--- src/include/tncfg_pkg.sv ---
// How it works
// - In backplane mode, pulse output is push/pull when type bit high, else open drain.
// - Refusal flag sets after four refusals if bit set, else after 128.
// - Receive-all bit accepts every valid packet regardless of destination; resets low.
// - Acknowledgements go only to packets addressed to own node identifier.
// - Prescaler codes 000..100 divide base clock by 8, 16, 32, 64, 128.
// - Prescaler resets to 000, fastest rate; slowest is divide by 128.
// - Slow-arbitration bit halves the memory arbitration clock.
// - A separate control bit selects backplane signalling where the type bit applies.
package tncfg_pkg;
  // ----------------------------------------
  // Register map
  // ----------------------------------------
  localparam logic [3:0] ADDR_CONFIG  = 4'h0;
  localparam logic [3:0] ADDR_CONTROL = 4'h1;
  localparam logic [3:0] ADDR_NODE_ID = 4'h2;
  localparam logic [3:0] ADDR_STATUS  = 4'h3;
  localparam logic [7:0] CONFIG_RESET = 8'h00;
  localparam logic [7:0] CONFIG_WMASK = 8'hDF;
  // ----------------------------------------
  // Field positions
  // ----------------------------------------
  localparam int BIT_DRV_TYPE  = 7;
  localparam int BIT_SHORT_THR = 6;
  localparam int BIT_PROMISC   = 4;
  localparam int BIT_PRE_HI    = 3;
  localparam int BIT_PRE_LO    = 1;
  localparam int BIT_ARB_HALVE = 0;
  localparam int BIT_BACKPLANE = 0;
  localparam int BIT_FLAG      = 0;
  // ----------------------------------------
  // Counts
  // ----------------------------------------
  localparam logic [7:0] REFUSE_SHORT = 8'h04;
  localparam logic [7:0] REFUSE_LONG  = 8'h80;
  localparam logic [6:0] DIV_MAX      = 7'h7F;
endpackage

--- src/tncfg_top.sv ---
// Local design decisions: the register offsets and strobed register access.
`timescale 1ns/1ns
module tncfg_top (
  // Clock and reset
  input  wire logic       clock_in,
  input  wire logic       nrst_in,
  // Register port
  input  wire logic [3:0] addr_in,
  input  wire logic [7:0] wdata_in,
  input  wire logic       wr_in,
  input  wire logic       rd_in,
  output logic      [7:0] rdata_out,
  // Network events
  input  wire logic       refusal_in,
  input  wire logic       pkt_valid_in,
  input  wire logic [7:0] pkt_dest_in,
  // Line, receive decisions and timing
  input  wire logic       pulse_level_in,
  output logic            first_line_pulse_output_out,
  output logic            first_line_pulse_oe_out,
  output logic            pkt_accept_out,
  output logic            pkt_ack_out,
  output logic            rate_tick_out,
  output logic            arb_tick_out
);
  logic [7:0] cfg_q;
  logic [7:0] ctl_q;
  logic [7:0] node_q;
  logic       flag_q;
  logic [7:0] refuse_q;
  logic [6:0] div_q;
  logic       arb_q;
  logic [7:0] rdata_q;

  // ----------------------------------------
  // Decode
  // ----------------------------------------
  wire wr_cfg  = wr_in && addr_in == tncfg_pkg::ADDR_CONFIG;
  wire wr_ctl  = wr_in && addr_in == tncfg_pkg::ADDR_CONTROL;
  wire wr_node = wr_in && addr_in == tncfg_pkg::ADDR_NODE_ID;
  wire wr_stat = wr_in && addr_in == tncfg_pkg::ADDR_STATUS;
  wire       drv_type  = cfg_q[tncfg_pkg::BIT_DRV_TYPE];
  wire       short_thr = cfg_q[tncfg_pkg::BIT_SHORT_THR];
  wire       promisc   = cfg_q[tncfg_pkg::BIT_PROMISC];
  wire [2:0] pre_sel   = cfg_q[tncfg_pkg::BIT_PRE_HI:tncfg_pkg::BIT_PRE_LO];
  wire       arb_halve = cfg_q[tncfg_pkg::BIT_ARB_HALVE];
  wire       backplane = ctl_q[tncfg_pkg::BIT_BACKPLANE];

  function automatic logic [6:0] div_last(input logic [2:0] sel);
    case (sel)
      3'h0:    div_last = 7'h07;
      3'h1:    div_last = 7'h0F;
      3'h2:    div_last = 7'h1F;
      3'h3:    div_last = 7'h3F;
      default: div_last = tncfg_pkg::DIV_MAX;
    endcase
  endfunction

  wire [6:0] div_end    = div_last(pre_sel);
  wire       rate_tick  = div_q >= div_end;
  wire [7:0] refuse_thr = short_thr ? tncfg_pkg::REFUSE_SHORT
                                    : tncfg_pkg::REFUSE_LONG;
  wire       refuse_hit = refusal_in && (refuse_q + 8'h01 >= refuse_thr);
  wire       dest_match = pkt_dest_in == node_q;

  // ----------------------------------------
  // Registers
  // ----------------------------------------
  always_ff @(posedge clock_in or negedge nrst_in) begin
    if (!nrst_in) begin
      cfg_q  <= tncfg_pkg::CONFIG_RESET;
      ctl_q  <= 8'h00;
      node_q <= 8'h00;
    end else begin
      if (wr_cfg) begin
        cfg_q <= wdata_in & tncfg_pkg::CONFIG_WMASK;
      end
      if (wr_ctl) begin
        ctl_q <= {7'h00, wdata_in[tncfg_pkg::BIT_BACKPLANE]};
      end
      if (wr_node) begin
        node_q <= wdata_in;
      end
    end
  end

  // ----------------------------------------
  // Refusal counter and flag
  // ----------------------------------------
  always_ff @(posedge clock_in or negedge nrst_in) begin
    if (!nrst_in) begin
      refuse_q <= 8'h00;
      flag_q   <= 1'b0;
    end else begin
      if (refuse_hit) begin
        refuse_q <= 8'h00;
      end else if (refusal_in) begin
        refuse_q <= refuse_q + 8'h01;
      end
      if (refuse_hit) begin
        flag_q <= 1'b1;
      end else if (wr_stat && wdata_in[tncfg_pkg::BIT_FLAG]) begin
        flag_q <= 1'b0;
      end
    end
  end

  // ----------------------------------------
  // Rate and arbitration dividers
  // ----------------------------------------
  always_ff @(posedge clock_in or negedge nrst_in) begin
    if (!nrst_in) begin
      div_q <= 7'h00;
      arb_q <= 1'b0;
    end else begin
      div_q <= rate_tick ? 7'h00 : div_q + 7'h01;
      arb_q <= arb_halve ? ~arb_q : 1'b1;
    end
  end

  assign rate_tick_out = rate_tick;
  assign arb_tick_out  = arb_halve ? arb_q : 1'b1;

  // ----------------------------------------
  // Receive decisions
  // ----------------------------------------
  assign pkt_accept_out = pkt_valid_in && (promisc || dest_match);
  assign pkt_ack_out    = pkt_valid_in && dest_match;

  // ----------------------------------------
  // First pulse driver
  // ----------------------------------------
  wire push_pull = !backplane || drv_type;
  assign first_line_pulse_output_out = push_pull ? pulse_level_in : 1'b0;
  assign first_line_pulse_oe_out     = push_pull || !pulse_level_in;

  // ----------------------------------------
  // Read port
  // ----------------------------------------
  wire [7:0] rd_mux =
    addr_in == tncfg_pkg::ADDR_CONFIG  ? cfg_q :
    addr_in == tncfg_pkg::ADDR_CONTROL ? ctl_q :
    addr_in == tncfg_pkg::ADDR_NODE_ID ? node_q :
    addr_in == tncfg_pkg::ADDR_STATUS  ? {7'h00, flag_q} : 8'h00;

  always_ff @(posedge clock_in or negedge nrst_in) begin
    if (!nrst_in) begin
      rdata_q <= 8'h00;
    end else begin
      rdata_q <= rd_in ? rd_mux : 8'h00;
    end
  end
  assign rdata_out = rdata_q;

  // ----------------------------------------
  // Checks
  // ----------------------------------------
  AST_ACK_MATCH: assert property (@(posedge clock_in) disable iff (!nrst_in)
    pkt_ack_out |-> pkt_dest_in == node_q)
    else $error("ack for foreign destination");
  AST_PROMISC: assert property (@(posedge clock_in) disable iff (!nrst_in)
    (pkt_valid_in && promisc) |-> pkt_accept_out)
    else $error("receive-all packet dropped");
  AST_SHORT_THR: assert property (@(posedge clock_in) disable iff (!nrst_in)
    (short_thr && refusal_in && refuse_q == 8'h03 && !wr_cfg) |=> flag_q)
    else $error("flag not set after four refusals");
  AST_LONG_THR: assert property (@(posedge clock_in) disable iff (!nrst_in)
    (!short_thr && refusal_in && refuse_q == 8'h7E && !flag_q) |=> !flag_q)
    else $error("flag set before 128 refusals");
  // Period checks only over windows with no config write
  AST_DIV8: assert property (@(posedge clock_in) disable iff (!nrst_in)
    (rate_tick && pre_sel == 3'h0 && !wr_cfg) ##1 (!wr_cfg [*7]) |=>
      rate_tick &&
      !$past(rate_tick, 1) &&
      !$past(rate_tick, 2) &&
      !$past(rate_tick, 3) &&
      !$past(rate_tick, 4) &&
      !$past(rate_tick, 5) &&
      !$past(rate_tick, 6) &&
      !$past(rate_tick, 7))
    else $error("divide by 8 wrong");
  AST_DIV16: assert property (@(posedge clock_in) disable iff (!nrst_in)
    (rate_tick && pre_sel == 3'h1 && !wr_cfg) ##1 (!wr_cfg [*8]) ##1 (!wr_cfg [*7])
      |=> rate_tick)
    else $error("divide by 16 wrong");
  AST_TICK_GAP: assert property (@(posedge clock_in) disable iff (!nrst_in)
    rate_tick |=> !rate_tick)
    else $error("rate tick wider than one cycle");
  AST_DIV_WRAP: assert property (@(posedge clock_in) disable iff (!nrst_in)
    rate_tick |=> div_q == 7'h00)
    else $error("rate divider did not wrap");
  AST_DIV_COUNT: assert property (@(posedge clock_in) disable iff (!nrst_in)
    !rate_tick |=> div_q == $past(div_q) + 7'h01)
    else $error("rate divider did not count");
  AST_ARB: assert property (@(posedge clock_in) disable iff (!nrst_in)
    (arb_halve && !wr_cfg && $past(arb_halve)) |=> arb_tick_out != $past(arb_tick_out))
    else $error("arbitration not halved");
  AST_OD: assert property (@(posedge clock_in) disable iff (!nrst_in)
    (backplane && !drv_type) |-> !first_line_pulse_output_out)
    else $error("open drain drives high");
  AST_RST_CFG: assert property (@(posedge clock_in)
    $rose(nrst_in) |-> cfg_q == tncfg_pkg::CONFIG_RESET)
    else $error("config reset value wrong");
  AST_RD: assert property (@(posedge clock_in) disable iff (!nrst_in)
    (rd_in && addr_in == tncfg_pkg::ADDR_CONTROL) |=> rdata_out == {7'h00, $past(backplane)})
    else $error("control readback wrong");

  // ----------------------------------------
  // Divider end points and arbitration enable
  // ----------------------------------------
  AST_END_8: assert property (@(posedge clock_in) disable iff (!nrst_in)
    pre_sel == 3'h0 |-> div_end == 7'h07)
    else $error("end point for divide by 8 wrong");
  AST_END_16: assert property (@(posedge clock_in) disable iff (!nrst_in)
    pre_sel == 3'h1 |-> div_end == 7'h0F)
    else $error("end point for divide by 16 wrong");
  AST_END_32: assert property (@(posedge clock_in) disable iff (!nrst_in)
    pre_sel == 3'h2 |-> div_end == 7'h1F)
    else $error("end point for divide by 32 wrong");
  AST_END_64: assert property (@(posedge clock_in) disable iff (!nrst_in)
    pre_sel == 3'h3 |-> div_end == 7'h3F)
    else $error("end point for divide by 64 wrong");
  AST_END_128: assert property (@(posedge clock_in) disable iff (!nrst_in)
    pre_sel >= 3'h4 |-> div_end == 7'h7F)
    else $error("end point for divide by 128 wrong");
  AST_ARB_FULL: assert property (@(posedge clock_in) disable iff (!nrst_in)
    !arb_halve |-> arb_tick_out)
    else $error("arbitration enable missing at full speed");
  AST_ARB_ALT: assert property (@(posedge clock_in) disable iff (!nrst_in)
    (arb_halve && $past(arb_halve) && arb_tick_out && !wr_cfg) |=> !arb_tick_out)
    else $error("arbitration enable not alternating");

  // ----------------------------------------
  // Reset values
  // ----------------------------------------
  AST_RST_CTL: assert property (@(posedge clock_in)
    $rose(nrst_in) |-> ctl_q == 8'h00)
    else $error("control reset value wrong");
  AST_RST_NODE: assert property (@(posedge clock_in)
    $rose(nrst_in) |-> node_q == 8'h00)
    else $error("node id reset value wrong");
  AST_RST_FLAG: assert property (@(posedge clock_in)
    $rose(nrst_in) |-> !flag_q && refuse_q == 8'h00)
    else $error("refusal state reset value wrong");
  AST_RST_RDATA: assert property (@(posedge clock_in)
    $rose(nrst_in) |-> rdata_out == 8'h00)
    else $error("read data reset value wrong");

  // ----------------------------------------
  // Register writes
  // ----------------------------------------
  AST_RESERVED: assert property (@(posedge clock_in) disable iff (!nrst_in)
    cfg_q[5] == 1'b0)
    else $error("reserved config bit set");
  AST_CFG_WRITE: assert property (@(posedge clock_in) disable iff (!nrst_in)
    wr_cfg |=> cfg_q == ($past(wdata_in) & tncfg_pkg::CONFIG_WMASK))
    else $error("config write lost");
  AST_CFG_HOLD: assert property (@(posedge clock_in) disable iff (!nrst_in)
    !wr_cfg |=> $stable(cfg_q))
    else $error("config changed without write");
  AST_CTL_HOLD: assert property (@(posedge clock_in) disable iff (!nrst_in)
    !wr_ctl |=> $stable(ctl_q))
    else $error("control changed without write");
  AST_NODE_WRITE: assert property (@(posedge clock_in) disable iff (!nrst_in)
    wr_node |=> node_q == $past(wdata_in))
    else $error("node id write lost");

  // ----------------------------------------
  // Refusal counter and flag
  // ----------------------------------------
  AST_FLAG_HOLD: assert property (@(posedge clock_in) disable iff (!nrst_in)
    (flag_q && !(wr_stat && wdata_in[tncfg_pkg::BIT_FLAG])) |=> flag_q)
    else $error("refusal flag lost");
  AST_FLAG_CLEAR: assert property (@(posedge clock_in) disable iff (!nrst_in)
    (wr_stat && wdata_in[tncfg_pkg::BIT_FLAG] && !refuse_hit) |=> !flag_q)
    else $error("refusal flag not cleared");
  AST_SET_WINS: assert property (@(posedge clock_in) disable iff (!nrst_in)
    refuse_hit |=> flag_q)
    else $error("refusal flag set lost");
  AST_CNT_IDLE: assert property (@(posedge clock_in) disable iff (!nrst_in)
    !refusal_in |=> $stable(refuse_q))
    else $error("refusal count moved without refusal");
  AST_CNT_LIMIT: assert property (@(posedge clock_in) disable iff (!nrst_in)
    refuse_q < 8'h80)
    else $error("refusal count beyond threshold");

  // ----------------------------------------
  // Read port, receive decisions and pulse driver
  // ----------------------------------------
  AST_RD_IDLE: assert property (@(posedge clock_in) disable iff (!nrst_in)
    !rd_in |=> rdata_out == 8'h00)
    else $error("read data outside read cycle");
  AST_RD_CFG: assert property (@(posedge clock_in) disable iff (!nrst_in)
    (rd_in && addr_in == tncfg_pkg::ADDR_CONFIG) |=> rdata_out == $past(cfg_q))
    else $error("config readback wrong");
  AST_RD_NODE: assert property (@(posedge clock_in) disable iff (!nrst_in)
    (rd_in && addr_in == tncfg_pkg::ADDR_NODE_ID) |=> rdata_out == $past(node_q))
    else $error("node id readback wrong");
  AST_RD_STAT: assert property (@(posedge clock_in) disable iff (!nrst_in)
    (rd_in && addr_in == tncfg_pkg::ADDR_STATUS) |=> rdata_out == {7'h00, $past(flag_q)})
    else $error("status readback wrong");
  AST_RX_IDLE: assert property (@(posedge clock_in) disable iff (!nrst_in)
    !pkt_valid_in |-> !pkt_accept_out && !pkt_ack_out)
    else $error("receive decision without packet");
  AST_FILTER: assert property (@(posedge clock_in) disable iff (!nrst_in)
    (pkt_valid_in && !promisc && pkt_dest_in != node_q) |-> !pkt_accept_out)
    else $error("foreign packet accepted");
  AST_ACK_OWN: assert property (@(posedge clock_in) disable iff (!nrst_in)
    (pkt_valid_in && pkt_dest_in == node_q) |-> pkt_ack_out && pkt_accept_out)
    else $error("own packet not acknowledged");
  AST_PP: assert property (@(posedge clock_in) disable iff (!nrst_in)
    (!backplane || drv_type) |->
      first_line_pulse_oe_out && first_line_pulse_output_out == pulse_level_in)
    else $error("push pull drive wrong");
  AST_OD_RELEASE: assert property (@(posedge clock_in) disable iff (!nrst_in)
    (backplane && !drv_type) |-> first_line_pulse_oe_out == !pulse_level_in)
    else $error("open drain enable wrong");
endmodule

--- config.mk ---
export PLATFORM = sky130hd
export DESIGN_NAME = tncfg_top
export DESIGN_NICKNAME = d
export VERILOG_FILES = /design/src/include/tncfg_pkg.sv /design/src/tncfg_top.sv
export SDC_FILE = /design/constraint.sdc
export NUM_CORES = 1
export LEC_CHECK = 0
export ABC_AREA = 1
export BUFFER_PORTS_ARGS = -buffer_cell sky130_fd_sc_hd__buf_2
export CAP_MARGIN = 10
export CORE_ASPECT_RATIO = 0.8
export CORE_MARGIN = 2
export CORE_UTILIZATION = 57
export CTS_BUF_LIST = sky130_fd_sc_hd__clkbuf_4
export DETAILED_ROUTE_END_ITERATION = 8
export GPL_ROUTABILITY_DRIVEN = 0
export GPL_TIMING_DRIVEN = 0
export PLACE_DENSITY = 0.9
export SLEW_MARGIN = 0
export SYNTH_ARGS = -nofsm -noshare
export SYNTH_HDL_FRONTEND = slang
export SYNTH_SLANG_ARGS = --single-unit
--- constraint.sdc ---
create_clock -name clock_in -period 2.3 [get_ports clock_in]
set_input_delay 0.23 -clock clock_in [delete_from_list [all_inputs] [get_ports clock_in]]
set_output_delay 0.23 -clock clock_in [all_outputs]
set_load 0.02 [all_outputs]
==> results of run 1 <==
## critical path, stage by stage, from the launching register on
cell and delay (ns):
dfrtp_1 0.45, nor3_1 0.22, ha_1 0.27, nand3_1 0.09, or2_1 0.15, o2111ai_4 0.17, buf_2 0.21
## cell usage in the layout, fill, tap and decap left out, types with 2 or more instances in the layout
cell type,instances
buf_2,41
xnor2_1,5
o21ai_0,6
a21oi_1,8
nand2_2,3
nor2_2,2
nor3b_1,2
a221oi_1,2
inv_2,4
o22ai_1,2
dfrtp_1,41
ha_1,9
clkbuf_4,5
xor2_1,3
nand3_1,20
o21ai_1,16
a21oi_2,6
nand3_2,2
nand2_1,55
nor2_1,19
inv_1,34
nand4_1,5
## stage by stage
step / setup slack [ns] / instances / power [W] / util / TNS [ns]
after floorplan: 0.5394 / 261 / 0.001569 / - / 0
after global placement: 0.3680 / 344 / 0.001730 / 0.6520 / 0
after detailed placement: 0.3488 / 344 / 0.001760 / 0.6520 / 0
after CTS: 0.07498 / 353 / 0.002121 / 0.6710 / 0
after global routing: -0.006390 / 353 / 0.002306 / 0.6747 / -0.006390
final: 0.1412 / 353 / 0.002131 / 0.6747 / 0
## kinds of logic after synthesis
group           Yosys count  synth area share
xor+xnor                  8           0.03189
flops                    41            0.4670
mux                       1          0.004556
compound gates           47            0.1327
buf+inv                  43           0.08428
fa+ha+maj                 9           0.05125
simple gates            112            0.2284
## worst max path at each step
| stage | to | depth (start not counted) |
|---|---|---|
| 3_3_place_gp | rate_tick_out | 5 |
| 6_report | rate_tick_out | 6 |
| 5_1_grt | rate_tick_out | 6 |
| 4_1_cts | rate_tick_out | 6 |
| 2_1_floorplan | div_q[2] | 6 |
| 3_5_place_dp | rate_tick_out | 5 |
## area by class of cell
class	instances	share of cell area
inverters	38	0.05632
plain buffers	5	0.01680
clock buffers	5	0.01482
clock inverters	3	0.006917
multi-input cells	177	0.3972
flip-flops and latches	41	0.4051
repair buffers	40	0.08103
well taps	44	0.02174
## sequential cells by signal, indices dropped and copies added, names as in the netlist
register	flops
arb_q	1
rdata_out	8
cfg_q	7
div_q	7
node_q	8
ctl_q	1
flag_q	1
refuse_q	8
## repair_timing
action	in CTS	in global routing
hold buffers	1	0
resized for setup	1	2
pin swaps	0	0
endpoints found under the setup margin	1	1
gates cloned	0	0
endpoints found under the hold margin	6	0
## power by group
part	internal, W	switching (W)
clock network	0.000116	0.000234
registers	0.000878	0.000145
logic	0.000319	0.000439
## layer usage
metal  routed length (um)  up-vias  share of wire  global-route usage
met3                  311        7          0.073             0.04932
met5                    0        -              0                   0
met2                 1942       62           0.45              0.3565
li1                     -      949              -                   -
met4                   51        0          0.012             0.07532
met1                 1983      846           0.46              0.2743
==> impl_metrics.json, run 1 <==
{
  "cap_violations": 0,
  "root_buffer": "clkbuf_4",
  "grt_use_total": 0.2134,
  "yosys.area.top_type": "dfrtp_1",
  "critPathKind": "reg2out",
  "fin_area_um2": 2532,
  "ys_top_cells_by_count": "nand2_1, dfrtp_1, inv_1",
  "r2r-end": "flag_q",
  "grt_pass1_wl_um": 7176,
  "max_freq_mhz": 463.2,
  "setup_viol": 0,
  "initial_core_util": 0.5853,
  "synth_top_cell_area_share": 0.4670,
  "hpwlAfterDp_um": 3221,
  "ir_worst_vdd_mv": 0.5489,
  "cts_htree_levels": 2,
  "crit_fanout": 8,
  "synth_area_um2": 2197,
  "yosysUniqueCellTypes": 36,
  "worstSetupStartpointType": "flip-flop",
  "crit_path_end_kind": "output port",
  "synthArstFlopShare": 1.000,
  "worst_pin_slew_ns": 0.8833,
  "path_clk_slew_ns": 0.13,
  "r2r_cells": 11,
  "multiInputGateArea_um2": 1006,
  "die_w_um": 73.42,
  "fin_crit_ns": 2.159,
  "fin_worst_skew_ns": 0.02173,
  "cp_data_arrival_time_ns": 1.93,
  "critPathRequiredTime_ns": 2.07,
  "p_leak_nw": 1.292,
  "synth-seq-cells": 41,
  "critPathLaunch": "cfg_q[2]",
  "syn_area_per_cell_um2": 8.418,
  "core-area_um2": 3754,
  "synth_ff_type": "dfrtp_1",
  "cts_tree": "built",
  "grt_pass1_vias": 1677,
  "post_cts_buffers": 0,
  "die_y_um": 59.53,
  "grt_max_degree": 42,
  "hold_viol_final": 0,
  "maxSlewViolCount": 0,
  "syn_nets": 297,
  "cts_buffers": 5,
  "fillerInstances": 312,
  "holdCritStartpoint": "wdata_in[5]",
  "synth_edf_count": 0,
  "hold_path_class": "in2reg",
  "r2r-start": "refuse_q[0]",
  "p_per_area_nw_per_um2": 841.3,
  "ys_top_cells_by_area": "dfrtp_1, nand2_1, inv_1, ha_1, nand3_1",
  "drive_gt1_frac": 0.2298,
  "post-route-period-util": 0.9386,
  "n_antenna_cell": 0,
  "viasPerCell": 5.280,
  "hold_end": "node_q[5]",
  "wl_per_cell_um": 12.15,
  "fin_nets": 344,
  "clock-sinks": 41,
  "io_buffers": 39,
  "ant_nets": 0,
  "drt-total-wl_um": 4288,
  "status": "finished clean",
  "seq_area_um2": 1026,
  "vias": 1864,
  "worstHoldPathCells": 3,
  "drtPass1Iterations": 4,
  "maxSlewHeadroom": 0.4111,
  "ios": 41,
  "globalRouteOverflowTotal": 0,
  "place_area_um2": 2447,
  "drt_iter0_drc": 113,
  "antenna_found_initial": 0,
  "area_delta_synth_final_pct": 15.26,
  "rrSetupSlack_ns": 0.38,
  "die_area_um2": 4370,
  "insertion_delay_ns": 0.36,
  "route.detailed.drc": 0,
  "synthCells": 261,
  "seq_area_frac_synth": 0.4670,
  "clockBufferDepth": 2,
  "ys_warn_count": 0,
  "synth.most_common_cell": "nand2_1",
  "whs_ns": 0.1118,
  "num_rows": 20
}
Power figures use the tool's default switching activity.
==> run 2: changes to the inputs <==
--- a/config.mk
+++ b/config.mk
@@ -8,7 +8,6 @@
 export ABC_AREA = 1
 export BUFFER_PORTS_ARGS = -buffer_cell sky130_fd_sc_hd__buf_2
 export CAP_MARGIN = 10
-export CORE_ASPECT_RATIO = 0.8
 export CORE_MARGIN = 2
 export CORE_UTILIZATION = 57
 export CTS_BUF_LIST = sky130_fd_sc_hd__clkbuf_4
==> impl_metrics.json, run 2 (synthesis gave the netlist of run 1 again) <==
{
  "hold_viol_final": 41,
  "p_leak_nw": 1.290,
  "initial_core_util": 0.5957,
  "num_rows": 22,
  "cts_htree_levels": 2,
  "cts_buffers": 5,
  "drive_gt1_frac": 0.2305,
  "grt_pass1_vias": 1795,
  "status": "finished with violations",
  "max_stage_delay_ns": 0.43,
  "ant_nets": 0,
  "ir_worst_vdd_mv": 0.6838,
  "worst_pin_slew_ns": 0.8791,
  "grt_use_total": 0.2437,
  "whs_ns": -0.01545,
  "fillerInstances": 310,
  "path_cells": "inv_1 > ha_1 > nand2_1 > inv_1 > nand4_1 > o2111ai_4 > buf_4",
  "post-route-period-util": 0.9484,
  "core-area_um2": 3689,
  "worst-path-buf-inv": 3,
  "critPathKind": "reg2out",
  "crit_fanout": 8,
  "antenna_found_initial": 0,
  "io_buffers": 39,
  "root_buffer": "clkbuf_4",
  "route.detailed.drc": 0,
  "fin_crit_ns": 2.181,
  "clockBufferDepth": 2,
  "cpMaxStageDelayCell": "dfrtp_1",
  "area_delta_synth_final_pct": 15.03,
  "grt_max_degree": 42,
  "die_area_um2": 4367,
  "cp_common_cell": "inv_1",
  "hpwlAfterDp_um": 3518,
  "fin_area_um2": 2527,
  "fin_worst_skew_ns": 0.01133,
  "maxSlewHeadroom": 0.4139,
  "insertion_delay_ns": 0.36,
  "viasPerCell": 5.292,
  "cp_data_arrival_time_ns": 1.95,
  "mostFrequentLayoutCell": "nand2_1",
  "drtPass1Iterations": 4,
  "critPathRequiredTime_ns": 2.07,
  "hold_buffers": 0,
  "drt-total-wl_um": 4534,
  "path_delay_family": "flip-flops",
  "ios": 41,
  "clock-sinks": 41,
  "max_freq_mhz": 458.4,
  "worstSetupStartpointType": "flip-flop",
  "cts_tree": "built",
  "globalRouteOverflowTotal": 0,
  "setup_viol": 0,
  "vias": 1884,
  "violations": "negative hold slack",
  "crit_path_end_kind": "output port",
  "place_area_um2": 2452,
  "path_clk_slew_ns": 0.12,
  "cap_violations": 0,
  "hold_path_class": "in2async",
  "die_y_um": 66.09,
  "p_per_area_nw_per_um2": 848.4,
  "wl_per_cell_um": 12.74,
  "final_cell_mix": "nand2_1, dfrtp_1, buf_2",
  "drt_iter0_drc": 109,
  "n_antenna_cell": 0,
  "maxSlewViolCount": 0,
  "die_w_um": 66.09,
  "fin_nets": 343,
  "grt_pass1_wl_um": 7948
}
==> run 2: cell count changes in the layout (fill, tap and decap cells not counted), sizes merged <==
cell / delta
clkbuf: +1
clkinv: -1
dlygate4sd3: -1
==> run 2: power by group <==
part,internal [W],switching (W),leakage (nW)
Combinational,0.000322,0.000439,0.729
Clock,0.000128,0.000229,0.0354
Sequential,0.000878,0.000149,0.526
==> run 2: cell type report <==
cell class	count	area, um^2	area share
Tap cell	48	60.06	0.02376
Buffer	5	42.54	0.01683
Sequential cell	41	1026	0.4059
Clock buffer	6	45.04	0.01782
Multi-Input combinational cell	177	1003	0.3970
Timing Repair Buffer	39	197.7	0.07822
Inverter	38	142.6	0.05644
Clock inverter	2	10.01	0.003960
==> run 2: path summary, 6_finish.rpt <==
check / slack (ns) / startpoint / end / cells past startpoint
setup / recovery: 0.12 / cfg_q[3] / rate_tick_out / 7
hold / removal: -0.02 / nrst_in / refuse_q[3] / 1
setup reg to reg: 0.37 / refuse_q[0] / flag_q / 11
hold reg to reg: 0.44 / arb_q / arb_q / 1
max in group asynchronous: 1.77 / nrst_in / ctl_q[0] / 1
min in group clock_in: 0.13 / wdata_in[6] / cfg_q[6] / 3
==> run 2: routing by layer <==
| metal | up-vias | routed length, um | share of wire | track usage |
|---|---|---|---|---|
| met5 | - | 0 | 0 | 0 |
| met1 | 875 | 1951 | 0.43 | 0.3141 |
| li1 | 946 | - | - | - |
| met3 | 8 | 260 | 0.057 | 0.05963 |
| met2 | 55 | 2243 | 0.49 | 0.3975 |
| met4 | 0 | 79 | 0.017 | 0.09184 |
==> run 2: timing repair <==
| item | CTS | global route |
|---|---|---|
| hold endpoints to repair | 0 | 0 |
| resized for setup | 1 | 2 |
| pin swaps | 0 | 1 |
| setup endpoints to repair | 1 | 1 |
| setup buffers | 0 | 0 |
==> run 2: stage by stage <==
| stage | power [W] | setup TNS (ns) | utilization | instances | worst slack [ns] |
|---|---|---|---|---|---|
| floorplan | 0.001569 | 0 | - | 261 | 0.5394 |
| global route | 0.002330 | -0.002966 | 0.6852 | 356 | -0.002966 |
| global placement | 0.001732 | 0 | 0.6649 | 348 | 0.4021 |
| finish | 0.002144 | 0 | 0.6852 | 356 | 0.1186 |
| detailed placement | 0.001769 | 0 | 0.6649 | 348 | 0.3452 |
| CTS | 0.002131 | 0 | 0.6815 | 356 | 0.1009 |
